### src/design/csp_pkg.sv
// constants for the clocked serial port: register map, fields, reset values, timing
// assumes a 125 MHz system clock and an 8-bit register port
package csp_pkg;
   localparam logic [7:0] CSP_CTRL_ADDR = 8'h0A;
   localparam logic [7:0] CSP_DATA_ADDR = 8'h0B;
   localparam int CSP_EF_BIT = 7;
   localparam int CSP_EIE_BIT = 6;
   localparam int CSP_RE_BIT = 5;
   localparam int CSP_TE_BIT = 4;
   localparam logic [2:0] CSP_SS_RESET = 3'h7;
   localparam logic [2:0] CSP_SS_EXT = 3'h7;
   localparam int CSP_BASE_RATIO = 20;
   localparam int CSP_BITS = 8;
   localparam int CSP_SYS_PERIOD_NS = 8;
   localparam int CSP_BASE_HALF = CSP_BASE_RATIO / 2;
   typedef enum logic [2:0] {
      CSP_IDLE = 3'b001,
      CSP_SHIFT = 3'b010,
      CSP_DONE = 3'b100
   } csp_state_e;
endpackage

### src/design/csp_port.sv
// clocked serial port: control/status and data registers, shift engine, clock pin
// assumes one system clock; pins from the peer are synchronised here
//
// Local design decision: the strobed register port.
`timescale 1ns/1ps
`default_nettype none
// Function
// - end flag set when an eight-bit transfer finishes
// - interrupt request while end flag and end-interrupt enable are both set
// - data register access, reset and stop mode clear end flag
// - receive enable starts clocking serial input bits in
// - after eight received bits receive enable clears and end flag sets
// - transmit enable starts clocking serial output bits out
// - after eight sent bits transmit enable clears and end flag sets
// - receive and transmit enable never both one
// - internal mode drives clock pin, external mode reads it
// - speed code picks divide 20 to 1280, all ones external
// - reset sets speed field to all ones
// - clock pin output when code not all ones, toggles only while enabled
// - reset clears interrupt enable; reset and stop mode clear enables
// - control/status at 0Ah, data at 0Bh
module csp_port
   import csp_pkg::*;
(
   input wire logic sys_clk_in,
   input wire logic reset_in,
   input wire logic io_stop_mode_in,
   input wire logic [7:0] addr_in,
   input wire logic [7:0] wdata_in,
   input wire logic wr_in,
   input wire logic rd_in,
   output logic [7:0] rdata_out,
   output logic irq_out,
   input wire logic shift_clock_pin_in,
   output logic shift_clock_pin_out,
   output logic shift_clock_pin_oe_n_out,
   input wire logic serial_in_pin_in,
   output logic serial_out_pin_out,
   output logic rx_valid_out,
   output logic [7:0] rx_data_out,
   input wire logic rx_ready_in
);
   logic end_flag_q;
   logic eie_q;
   logic re_q;
   logic te_q;
   logic [2:0] ss_q;
   logic [7:0] data_q;
   logic [7:0] rdata_q;
   logic irq_q;
   logic [2:0] ck_sync_q;
   logic [1:0] rx_sync_q;
   logic [10:0] div_q;
   logic sclk_q;
   logic [3:0] cnt_q;
   logic txd_q;
   logic oe_n_q;
   csp_state_e state_q;
   // two-entry buffer of received bytes
   logic [7:0] buf_q [2];
   logic [1:0] buf_cnt_q;
   logic rx_valid_q;

   wire ctrl_sel = (addr_in == CSP_CTRL_ADDR);
   wire data_sel = (addr_in == CSP_DATA_ADDR);
   wire ctrl_wr = wr_in & ctrl_sel;
   wire data_wr = wr_in & data_sel;
   wire data_rd = rd_in & data_sel;
   wire ext_mode = (ss_q == CSP_SS_EXT);
   wire active = re_q | te_q;
   wire [11:0] half_ratio = 12'(CSP_BASE_HALF) << ss_q;
   wire int_tick = (div_q == 11'(half_ratio - 12'd1));
   wire ext_rise = ck_sync_q[1] & ~ck_sync_q[2];
   wire ext_fall = ~ck_sync_q[1] & ck_sync_q[2];
   wire rise = ext_mode ? ext_rise : (int_tick & ~sclk_q);
   wire fall = ext_mode ? ext_fall : (int_tick & sclk_q);
   wire shifting = (state_q == CSP_SHIFT);
   wire last_bit = shifting & rise & (cnt_q == 4'(CSP_BITS - 1));
   wire buf_full = (buf_cnt_q == 2'd2);
   wire rx_stall = re_q & buf_full; // receiver holds off while buffer full
   wire buf_push = last_bit & re_q;
   wire buf_pop = rx_valid_out & rx_ready_in;
   wire buf_in = buf_push & ~buf_full;
   wire [1:0] buf_cnt_d = buf_cnt_q + 2'(buf_in) - 2'(buf_pop);
   wire [1:0] buf_slot = buf_cnt_q - 2'(buf_pop);
   wire [7:0] rx_byte = {rx_sync_q[1], data_q[7:1]};
   wire stop = io_stop_mode_in;
   wire start_rx = ctrl_wr & wdata_in[CSP_RE_BIT] & ~te_q;
   wire start_tx = ctrl_wr & wdata_in[CSP_TE_BIT] & ~re_q & ~wdata_in[CSP_RE_BIT];
   wire [7:0] ctrl_view = {end_flag_q, eie_q, re_q, te_q, 1'b0, ss_q};
   wire [7:0] rdata_d = ctrl_sel ? ctrl_view : (data_sel ? data_q : 8'h00);

   always_ff @(posedge sys_clk_in or posedge reset_in) begin
      if (reset_in) begin
         ck_sync_q <= 3'h7;
         rx_sync_q <= 2'h0;
      end else begin
         ck_sync_q <= {ck_sync_q[1:0], shift_clock_pin_in};
         rx_sync_q <= {rx_sync_q[0], serial_in_pin_in};
      end
   end

   always_ff @(posedge sys_clk_in or posedge reset_in) begin
      if (reset_in) begin
         eie_q <= 1'b0;
         ss_q <= CSP_SS_RESET;
      end else if (ctrl_wr) begin
         eie_q <= wdata_in[CSP_EIE_BIT];
         ss_q <= wdata_in[2:0];
      end
   end

   always_ff @(posedge sys_clk_in or posedge reset_in) begin
      if (reset_in) begin
         re_q <= 1'b0;
         te_q <= 1'b0;
      end else if (stop) begin
         re_q <= 1'b0;
         te_q <= 1'b0;
      end else if (last_bit) begin
         re_q <= 1'b0;
         te_q <= 1'b0;
      end else if (ctrl_wr && !active) begin
         re_q <= start_rx;
         te_q <= start_tx;
      end
   end

   // set wins over a data-register access in the same cycle
   always_ff @(posedge sys_clk_in or posedge reset_in) begin
      if (reset_in) begin
         end_flag_q <= 1'b0;
      end else if (stop) begin
         end_flag_q <= 1'b0;
      end else if (last_bit) begin
         end_flag_q <= 1'b1;
      end else if (data_wr || data_rd) begin
         end_flag_q <= 1'b0;
      end
   end

   always_ff @(posedge sys_clk_in or posedge reset_in) begin
      if (reset_in) begin
         div_q <= 11'h0;
         sclk_q <= 1'b1;
      end else if (!active || ext_mode || rx_stall) begin
         div_q <= 11'h0;
         sclk_q <= 1'b1;
      end else if (int_tick) begin
         div_q <= 11'h0;
         sclk_q <= ~sclk_q;
      end else begin
         div_q <= div_q + 11'd1;
      end
   end

   always_ff @(posedge sys_clk_in or posedge reset_in) begin
      if (reset_in) begin
         state_q <= CSP_IDLE;
         cnt_q <= 4'h0;
      end else begin
         unique case (state_q)
            CSP_IDLE: begin
               cnt_q <= 4'h0;
               if (active && !stop && !rx_stall) begin
                  state_q <= CSP_SHIFT;
               end
            end
            CSP_SHIFT: begin
               if (stop) begin
                  state_q <= CSP_IDLE;
               end else if (last_bit) begin
                  state_q <= CSP_DONE;
               end else if (rise) begin
                  cnt_q <= cnt_q + 4'd1;
               end
            end
            CSP_DONE: begin
               state_q <= CSP_IDLE;
            end
            default: begin
               state_q <= CSP_IDLE;
            end
         endcase
      end
   end

   // one register holds the byte out and the byte in
   always_ff @(posedge sys_clk_in or posedge reset_in) begin
      if (reset_in) begin
         data_q <= 8'h00;
         txd_q <= 1'b1;
      end else if (data_wr && !active) begin
         data_q <= wdata_in;
      end else if (shifting && te_q && fall) begin
         txd_q <= data_q[0];
      end else if (shifting && rise) begin
         data_q <= {re_q ? rx_sync_q[1] : data_q[0], data_q[7:1]};
      end
   end

   always_ff @(posedge sys_clk_in or posedge reset_in) begin
      if (reset_in) begin
         buf_cnt_q <= 2'h0;
         buf_q[0] <= 8'h00;
         buf_q[1] <= 8'h00;
         rx_valid_q <= 1'b0;
      end else begin
         // entry 0 always holds the oldest byte, so the output needs no mux
         if (buf_pop) begin
            buf_q[0] <= buf_q[1];
         end
         if (buf_in) begin
            buf_q[buf_slot[0]] <= rx_byte;
         end
         buf_cnt_q <= buf_cnt_d;
         rx_valid_q <= (buf_cnt_d != 2'h0);
      end
   end

   always_ff @(posedge sys_clk_in or posedge reset_in) begin
      if (reset_in) begin
         rdata_q <= 8'h00;
         irq_q <= 1'b0;
         oe_n_q <= 1'b1;
      end else begin
         rdata_q <= rd_in ? rdata_d : 8'h00;
         irq_q <= eie_q & end_flag_q;
         oe_n_q <= ext_mode;
      end
   end

   assign rdata_out = rdata_q;
   assign irq_out = irq_q;
   assign shift_clock_pin_out = sclk_q;
   assign shift_clock_pin_oe_n_out = oe_n_q;
   assign serial_out_pin_out = txd_q;
   assign rx_valid_out = rx_valid_q;
   assign rx_data_out = buf_q[0];

   // measures each half period of the driven shift clock at the pin itself
   logic pin_prev_q;
   logic [11:0] pin_cnt_q;
   wire pin_toggled = (shift_clock_pin_out != pin_prev_q);

   always_ff @(posedge sys_clk_in or posedge reset_in) begin
      if (reset_in) begin
         pin_prev_q <= 1'b1;
         pin_cnt_q <= 12'hFFF;
      end else begin
         pin_prev_q <= sclk_q;
         if (!active || ext_mode || rx_stall) begin
            pin_cnt_q <= 12'hFFF;
         end else if (pin_toggled) begin
            pin_cnt_q <= 12'h000;
         end else begin
            pin_cnt_q <= pin_cnt_q + 12'h001;
         end
      end
   end

   a_enables_exclusive: assert property (@(posedge sys_clk_in) disable iff (reset_in)
      !(re_q && te_q)) else $error("both enables set");
   a_end_sets_flag: assert property (@(posedge sys_clk_in) disable iff (reset_in)
      last_bit && !stop |=> end_flag_q && !re_q && !te_q) else $error("no end");
   a_irq_follows: assert property (@(posedge sys_clk_in) disable iff (reset_in)
      eie_q && end_flag_q |=> irq_out) else $error("irq missing");
   a_irq_masked: assert property (@(posedge sys_clk_in) disable iff (reset_in)
      !eie_q |=> !irq_out) else $error("irq unmasked");
   a_data_clears_ef: assert property (@(posedge sys_clk_in) disable iff (reset_in)
      (data_rd || data_wr) && !last_bit |=> !end_flag_q) else $error("flag stays");
   a_stop_clears: assert property (@(posedge sys_clk_in) disable iff (reset_in)
      stop |=> !re_q && !te_q && !end_flag_q) else $error("stop ignored");
   a_pin_dir: assert property (@(posedge sys_clk_in) disable iff (reset_in)
      $changed(ss_q) |=> shift_clock_pin_oe_n_out == (ss_q == CSP_SS_EXT)) else $error("pin");
   a_clock_idle: assert property (@(posedge sys_clk_in) disable iff (reset_in)
      !active && !$past(active) |-> shift_clock_pin_out) else $error("clock runs");
   a_start_rx: assert property (@(posedge sys_clk_in) disable iff (reset_in)
      ctrl_wr && !active && !stop && wdata_in[CSP_RE_BIT] |=> re_q && !te_q)
      else $error("receive not started");
   a_start_tx: assert property (@(posedge sys_clk_in) disable iff (reset_in)
      ctrl_wr && !active && !stop && wdata_in[CSP_TE_BIT] && !wdata_in[CSP_RE_BIT]
      |=> te_q && !re_q) else $error("transmit not started");
   a_busy_ignores: assert property (@(posedge sys_clk_in) disable iff (reset_in)
      ctrl_wr && active && !last_bit && !stop |=> re_q == $past(re_q) && te_q == $past(te_q))
      else $error("enable changed while busy");
   a_bit_count: assert property (@(posedge sys_clk_in) disable iff (reset_in)
      cnt_q <= 4'h7) else $error("bit count overrun");
   a_pin_output: assert property (@(posedge sys_clk_in) disable iff (reset_in)
      !ext_mode |=> !shift_clock_pin_oe_n_out) else $error("pin not driven");
   a_ext_clock_quiet: assert property (@(posedge sys_clk_in) disable iff (reset_in)
      ext_mode && $past(ext_mode) |-> shift_clock_pin_out) else $error("clock out in ext mode");
   a_tx_on_fall: assert property (@(posedge sys_clk_in) disable iff (reset_in)
      $past(!ext_mode) && $changed(serial_out_pin_out) |-> !shift_clock_pin_out)
      else $error("data moved off the falling edge");
   a_irq_clears: assert property (@(posedge sys_clk_in) disable iff (reset_in)
      !end_flag_q |=> !irq_out) else $error("irq without flag");
   a_ef_holds: assert property (@(posedge sys_clk_in) disable iff (reset_in)
      end_flag_q && !stop && !data_rd && !data_wr |=> end_flag_q) else $error("flag lost");
   a_rdata_idle: assert property (@(posedge sys_clk_in) disable iff (reset_in)
      !rd_in |=> rdata_out == 8'h00) else $error("read data without strobe");
   a_push_valid: assert property (@(posedge sys_clk_in) disable iff (reset_in)
      buf_in |=> rx_valid_out) else $error("byte not offered");
   a_valid_holds: assert property (@(posedge sys_clk_in) disable iff (reset_in)
      rx_valid_out && !rx_ready_in |=> rx_valid_out && $stable(rx_data_out))
      else $error("offered byte dropped");
   a_half_period: assert property (@(posedge sys_clk_in) disable iff (reset_in)
      pin_toggled && active && !ext_mode
      |-> pin_cnt_q == (12'(CSP_BASE_HALF) << ss_q) - 12'h001) else $error("rate");
endmodule // csp_port
`default_nettype wire

### config.mk
export PLATFORM = sky130hd
export DESIGN_NAME = csp_port
export DESIGN_NICKNAME = d
export VERILOG_FILES = /design/src/design/csp_pkg.sv /design/src/design/csp_port.sv
export SDC_FILE = /design/constraint.sdc
export NUM_CORES = 1
export LEC_CHECK = 0
export BUFFER_PORTS_ARGS = -buffer_cell sky130_fd_sc_hd__clkbuf_2
export CAP_MARGIN = 10
export CORE_MARGIN = 2
export CORE_UTILIZATION = 58
export CTS_CLUSTER_DIAMETER = 80
export DETAILED_ROUTE_END_ITERATION = 12
export PLACE_DENSITY = 0.78
export SYNTH_ARGS = -nofsm -noshare
export SYNTH_HDL_FRONTEND = slang
export SYNTH_SLANG_ARGS = --single-unit
### constraint.sdc
create_clock -name sys_clk_in -period 3.9 [get_ports sys_clk_in]
set_input_delay 0.39 -clock sys_clk_in [delete_from_list [all_inputs] [get_ports sys_clk_in]]
set_output_delay 0.39 -clock sys_clk_in [all_outputs]
set_load 0.05 [all_outputs]
Word level (Yosys, flattened, before mapping)
Cells that the tools add are included.
{"block": "classes", "add_sub_neg": 6, "mul": 0, "n_div": 0, "order_cmp": 2, "n_eq_ne": 14, "shifts": 1, "mux": 35, "bitwise_logic": 29, "n_reduce_logical": 24}
{"op": "$mux W8", "count": 8}
{"op": "$mux W11", "count": 2}
{"op": "$and A1 B1 Y1", "count": 19}
{"op": "$bwmux W16", "count": 1}
{"op": "$eq A8 B4 Y1 const B", "count": 2}
{"op": "$mux W16", "count": 1}
{"op": "$mux W1", "count": 14}
{"op": "$mux W4", "count": 3}
{"op": "$add A11 B1 Y11 const B", "count": 1}
{"op": "$eq A11 B11 Y1", "count": 1}
{"op": "$shl A4 B3 Y11 const A", "count": 1}
{"op": "$sub A11 B1 Y11 const B", "count": 1}
{"op": "$ne A2 B2 Y1 const B", "count": 5}
{"op": "$mux W3", "count": 3}
{"op": "$demux W8 S1", "count": 1}
{"op": "$logic_and A1 B1 Y1", "count": 8}
{"op": "$not A1 Y1", "count": 8}
{"op": "$pmux W4 S2", "count": 1}
{"op": "$reduce_bool A2 Y1", "count": 4}
{"op": "$pmux W3 S2", "count": 1}
{"op": "$reduce_and A2 Y1", "count": 3}
{"op": "$reduce_bool A3 Y1", "count": 2}
{"op": "$add A4 B1 Y4 const B", "count": 1}
{"op": "$eq A4 B3 Y1 const B", "count": 1}
{"op": "15 further kinds", "count": 19}
{"block": "word_totals", "reg_bits": 69, "latchBits": 0, "ramBits": 0, "mem_bits_ro": 0, "in_bits": 24, "output_inout_bits": 21, "wordCells": 131, "mem_count": 0}

Depth between registers and ports, before layout
{"block": "depth", "word_depth": 12, "ltp_mapped": 14, "ltp_nobuf": 12}

Worst setup path before layout
OpenSTA, ideal clock, no wires.
{"block": "synth_timing", "path_kind": "reg-to-reg", "start": "register ss_q[1]", "end": "register rx_valid_q, in the netlist rx_valid_out", "setup_ps": 127, "t_arrival_ps": 2937, "setup_slack_ps": 835, "path_stages_with_launch": 15, "n_path_buf": 2, "cell_sequence": "dfstp_2 -> buf_4 -> buf_2 -> nand3b_1 -> o21ai_0 -> a32oi_1 -> a311oi_2 -> a21oi_2 -> or3_1 -> ha_1 -> inv_1 -> ha_1 -> xnor2_1 -> xnor2_1 -> or2_2"}
{"block": "synth_between", "elab_chain_cells": 12, "word_cells_on_any_way": 13, "classes_between": "add/sub (3); eq/ne (2); shift (1); mux (1); bitwise (5); reduce/logical (1)"}
{"item": "from (decl)", "line": "csp_port.sv:47", "source": "logic [2:0] ss_q;"}
{"item": "from (signal assigned)", "line": "csp_port.sv:109", "source": "ss_q <= wdata_in[2:0];"}
{"item": "$shl A4 B3 Y11", "line": "csp_port.sv:71", "source": "wire [11:0] half_ratio = 12'(CSP_BASE_HALF) << ss_q;"}
{"item": "$sub A11 B1 Y11", "line": "csp_port.sv:72", "source": "wire int_tick = (div_q == 11'(half_ratio - 12'd1));"}
{"item": "$eq A11 B11 Y1", "line": "csp_port.sv:72"}
{"item": "$and A1 B1 Y1", "line": "csp_port.sv:75", "source": "wire rise = ext_mode ? ext_rise : (int_tick & ~sclk_q);"}
{"item": "$mux W1 (*)", "line": "csp_port.sv:75"}
{"item": "$and A1 B1 Y1 (*) (2 in series)", "line": "csp_port.sv:78", "source": "wire last_bit = shifting & rise & (cnt_q == 4'(CSP_BITS - 1));"}
{"item": "$and A1 B1 Y1 (*)", "line": "csp_port.sv:81", "source": "wire buf_push = last_bit & re_q;"}
{"item": "$and A1 B1 Y1 (*)", "line": "csp_port.sv:83", "source": "wire buf_in = buf_push & ~buf_full;"}
{"item": "$add A2 B1 Y2 (*)", "line": "csp_port.sv:84", "source": "wire [1:0] buf_cnt_d = buf_cnt_q + 2'(buf_in) - 2'(buf_pop);"}
{"item": "$sub A2 B1 Y2 (*)", "line": "csp_port.sv:84"}
{"item": "named net buf_cnt_d[1]", "line": "csp_port.sv:84"}
{"item": "$reduce_bool A2 Y1 (*)", "line": "csp_port.sv:217", "source": "rx_valid_q <= (buf_cnt_d != 2'h0);"}
{"item": "to (signal assigned)", "line": "csp_port.sv:217"}
{"item": "to (decl)", "line": "csp_port.sv:62", "source": "logic rx_valid_q;"}
The timed path passes the listed nets; every way through them passes the cells marked *.
A chain may end at the register's enable or synchronous reset.

Worst setup path after layout
Ends and elaborated chain as after synthesis.

==> impl_results.md <==
* Peak supply drop at 306 µV
* Crit-path max cell delay at 0.72 ns
* Setup ws final at 0.571 ns
* Syn Std Cell Area at 3610 µm²
* Row count at 28
* Chip width at 82.9 µm
* DRC at 0
* CTS resizes at 0
* Fraction of layout cells with a size suffix above 1 at 0.275
* Worst hold endpoint: ck_sync_q[0]$_DFF_PP1_
* Type of the worst setup path: reg2reg
* # port buffers at 44
* Synthesized flop and latch total at 69
* Setup Buffers After CTS at 0
* Hold WC Path Type: in2reg
* Post-route cell area at 3970 µm²
* Slew @ Worst Pin at 1.02 ns
* Largest net degree at the start of global routing at 50
* Cell taking the most area after synthesis: dfrtp_1
* Post-synth EDFFs at 0
* RSZ-0062 raised after global routing: no
* Detailed router's first-iteration violation count at 130
* Tcrit/Tclk final at 0.854
* Clk_skew at 0.0101 ns
* # setup viols final at 0
* CTS sink count at 69
* CTS tree: yes
* Number of global-route vias before repair at 2589
* Initial antenna violation count at 0
* CTS Buffer Depth at 2
* Full die area at 6870 µm²
* Crit-path cells: nand2b_1 -> o31a_1 -> a211oi_2 -> and4_1 -> a21oi_2 -> or3_1 -> ha_1 -> inv_1 -> ha_1 -> xnor2_1 -> xnor2_1 -> or2_2
* Final hold vios at 0
* Final Hold Slack at 0.116 ns
* Status: finished clean
* Slew margin rel. at 0.322
* Clock root buffer: clkbuf_8
* Synth Area in Adders at 0.0139
* Hold Startpoint: shift_clock_pin_in
* Total core area at 5960 µm²
* MaxCap Viol Count at 0
* Setup crit start kind: register
* GPL Wtd Cong at 0.819
* Reg2reg start: ss_q[1]$_DFFE_PP1P_
* Via/cell ratio at 5.79
* Register area share after synthesis at 0.481
* Global-route wire length before repair at 12.2 mm
* Fin nets at 408
* Area contributors post-synth: dfrtp_1 41%, mux2_2 8.7%, dfstp_2 7.3%
* Max FO, Critical Path at 20
* CP Data Required Time at 4.14 ns
* Worst hold stages at 1
* Total gr overflow at 0
* Count leader, synth: dfrtp_1
* Hpwl dp at 5.16 mm
* Clock transition at path regs at 0.07 ns
* H-tree levels at 3
* IO Count at 45
* Yosys cell types at 51
* Synth warn at 0
* Final Critical Period at 3.33 ns
* Antenna fix cells at 0
* Gate Count Post-Synth at 353
* Synth Area in Simple Gates at 0.189
* Final Max Slew Viols at 0
* Post-synthesis area per instance at 10.2 µm²
* Final Util at 0.667
* DRT antenna net count at 0
* Worst skew pair latency at 0.36 ns
* CP max-delay cell: dfstp_2
* Synth Area in Compound Gates at 0.0876
* Post-synthesis mux area share at 0.140
* GRT Util Overall at 0.220
* Via count at 2664
* P_leak at 1.85 nW
* Setup TNS at 0 ns
* PwrDens at 384 nW/µm²
* Syn nets at 381
* Reg-to-Reg End: rx_valid_out$_DFF_PP0_
* Initial Util at 0.607
* CTS buffer count at 9
* Pre-CTS setup slack at 0.585 ns
* Main combinational cell family by area after synthesis: simple AND/OR/NAND/NOR gates
* CP endpoint kind: register
* Area Overhead vs Synth at 9.98%
* Post-synth top area share at 0.409
* Die Ht at 82.9 µm
* Drt first pass iters at 4
* R2r setup slk at 0.57 ns
* Asr flop ratio synth at 1.00
* Final wirelength at 7.30 mm
* CP arrival at 3.57 ns
* DP Area at 3780 µm²
* Xor/xnor share of the synthesized area at 0.0339
* F_max at 300 MHz
* Top FF cell, synth: dfrtp_1
* Cts hold-fix bufs at 0
* Synth cell count leaders: 59 x dfrtp_1, 46 x nor2_1, 28 x mux2_2, 19 x mux2i_1, 19 x nand2_1
* Worst r2r path cells at 12
* Wirelength per Cell at 15.9 µm
layout by cell type, fill, tap and decap left out, types with 3 or more instances in the layout:
cell,n
and3_1,3
inv_1,7
nand2_1,19
nand3_1,10
clkbuf_8,10
nand2b_1,7
a21oi_1,18
xnor2_1,8
a31oi_1,3
and4b_1,3
nor2_1,46
and2_1,3
mux2i_1,19
nor4_1,4
mux2_2,28
nand4_1,5
xor2_1,6
nor2b_1,9
dfstp_2,10
clkbuf_2,44
nor3_1,8
ha_1,4
dfrtp_1,59
or3_1,3
o21ai_0,8
routing by layer:
metal / GRT usage / up-vias / routed length [µm]
met5: 0 / - / 0
li1: - / 1280 / -
met2: 0.332 / 77 / 3410
met4: 0.121 / 0 / 191
met1: 0.297 / 1291 / 3340
met3: 0.0487 / 16 / 356
logic make-up (layout without fill, tap and decap cells):
group / Yosys count / in the layout
XOR/XNOR: 14 / 14
multiplexers: 47 / 47
AND/OR/NAND/NOR: 133 / 133
buffers and inverters: 38 / 70
adder cells (fa/ha/maj): 4 / 4
AO/OA/AOI/OAI: 48 / 48
flip-flops: 69 / 69
power breakdown:
group	leakage, nW	internal, W	switching, W	total (W)
logic	0.878	0.0000688	0.0000967	0.000165
registers	0.881	0.000744	0.0000353	0.000779
clock network	0.0926	0.000312	0.000270	0.000582
critical path: cells and delay by family (launching register included):
family	cells	cell delay (ns)
AND/OR/NAND/NOR	4	1.08
flip-flops	1	0.72
AO/OA/AOI/OAI	3	0.65
adder cells (fa/ha/maj)	2	0.45
XOR/XNOR	2	0.27
buffers and inverters	1	0.03
layout make-up:
type                    count  area (µm²)
flip-flops and latches     69        1740
clock inverters             4        50.0
clock buffers              12         145
repair buffers             46         235
well taps                  75        93.8
inverters                   8        30.0
fillers                   455        1980
multi-input cells         246        1680
worst max-delay path by stage:
stage / startpoint / to / depth (start not counted)
floorplan: ss_q[1]$_DFFE_PP1P_ / rx_valid_out$_DFF_PP0_ / 14
global placement: ss_q[1]$_DFFE_PP1P_ / rx_valid_out$_DFF_PP0_ / 12
detailed placement: ss_q[1]$_DFFE_PP1P_ / rx_valid_out$_DFF_PP0_ / 12
CTS: ss_q[1]$_DFFE_PP1P_ / rx_valid_out$_DFF_PP0_ / 12
global route: ss_q[1]$_DFFE_PP1P_ / rx_valid_out$_DFF_PP0_ / 12
finish: ss_q[1]$_DFFE_PP1P_ / rx_valid_out$_DFF_PP0_ / 12
metrics by stage:
step           instances  power (W)
6_report             460    0.00153
5_1_grt              460    0.00159
4_1_cts              460    0.00153
3_5_place_dp         444   0.000958
3_3_place_gp         444   0.000951
2_1_floorplan        353   0.000914
Note: power is estimated with default switching activity, not from simulation.
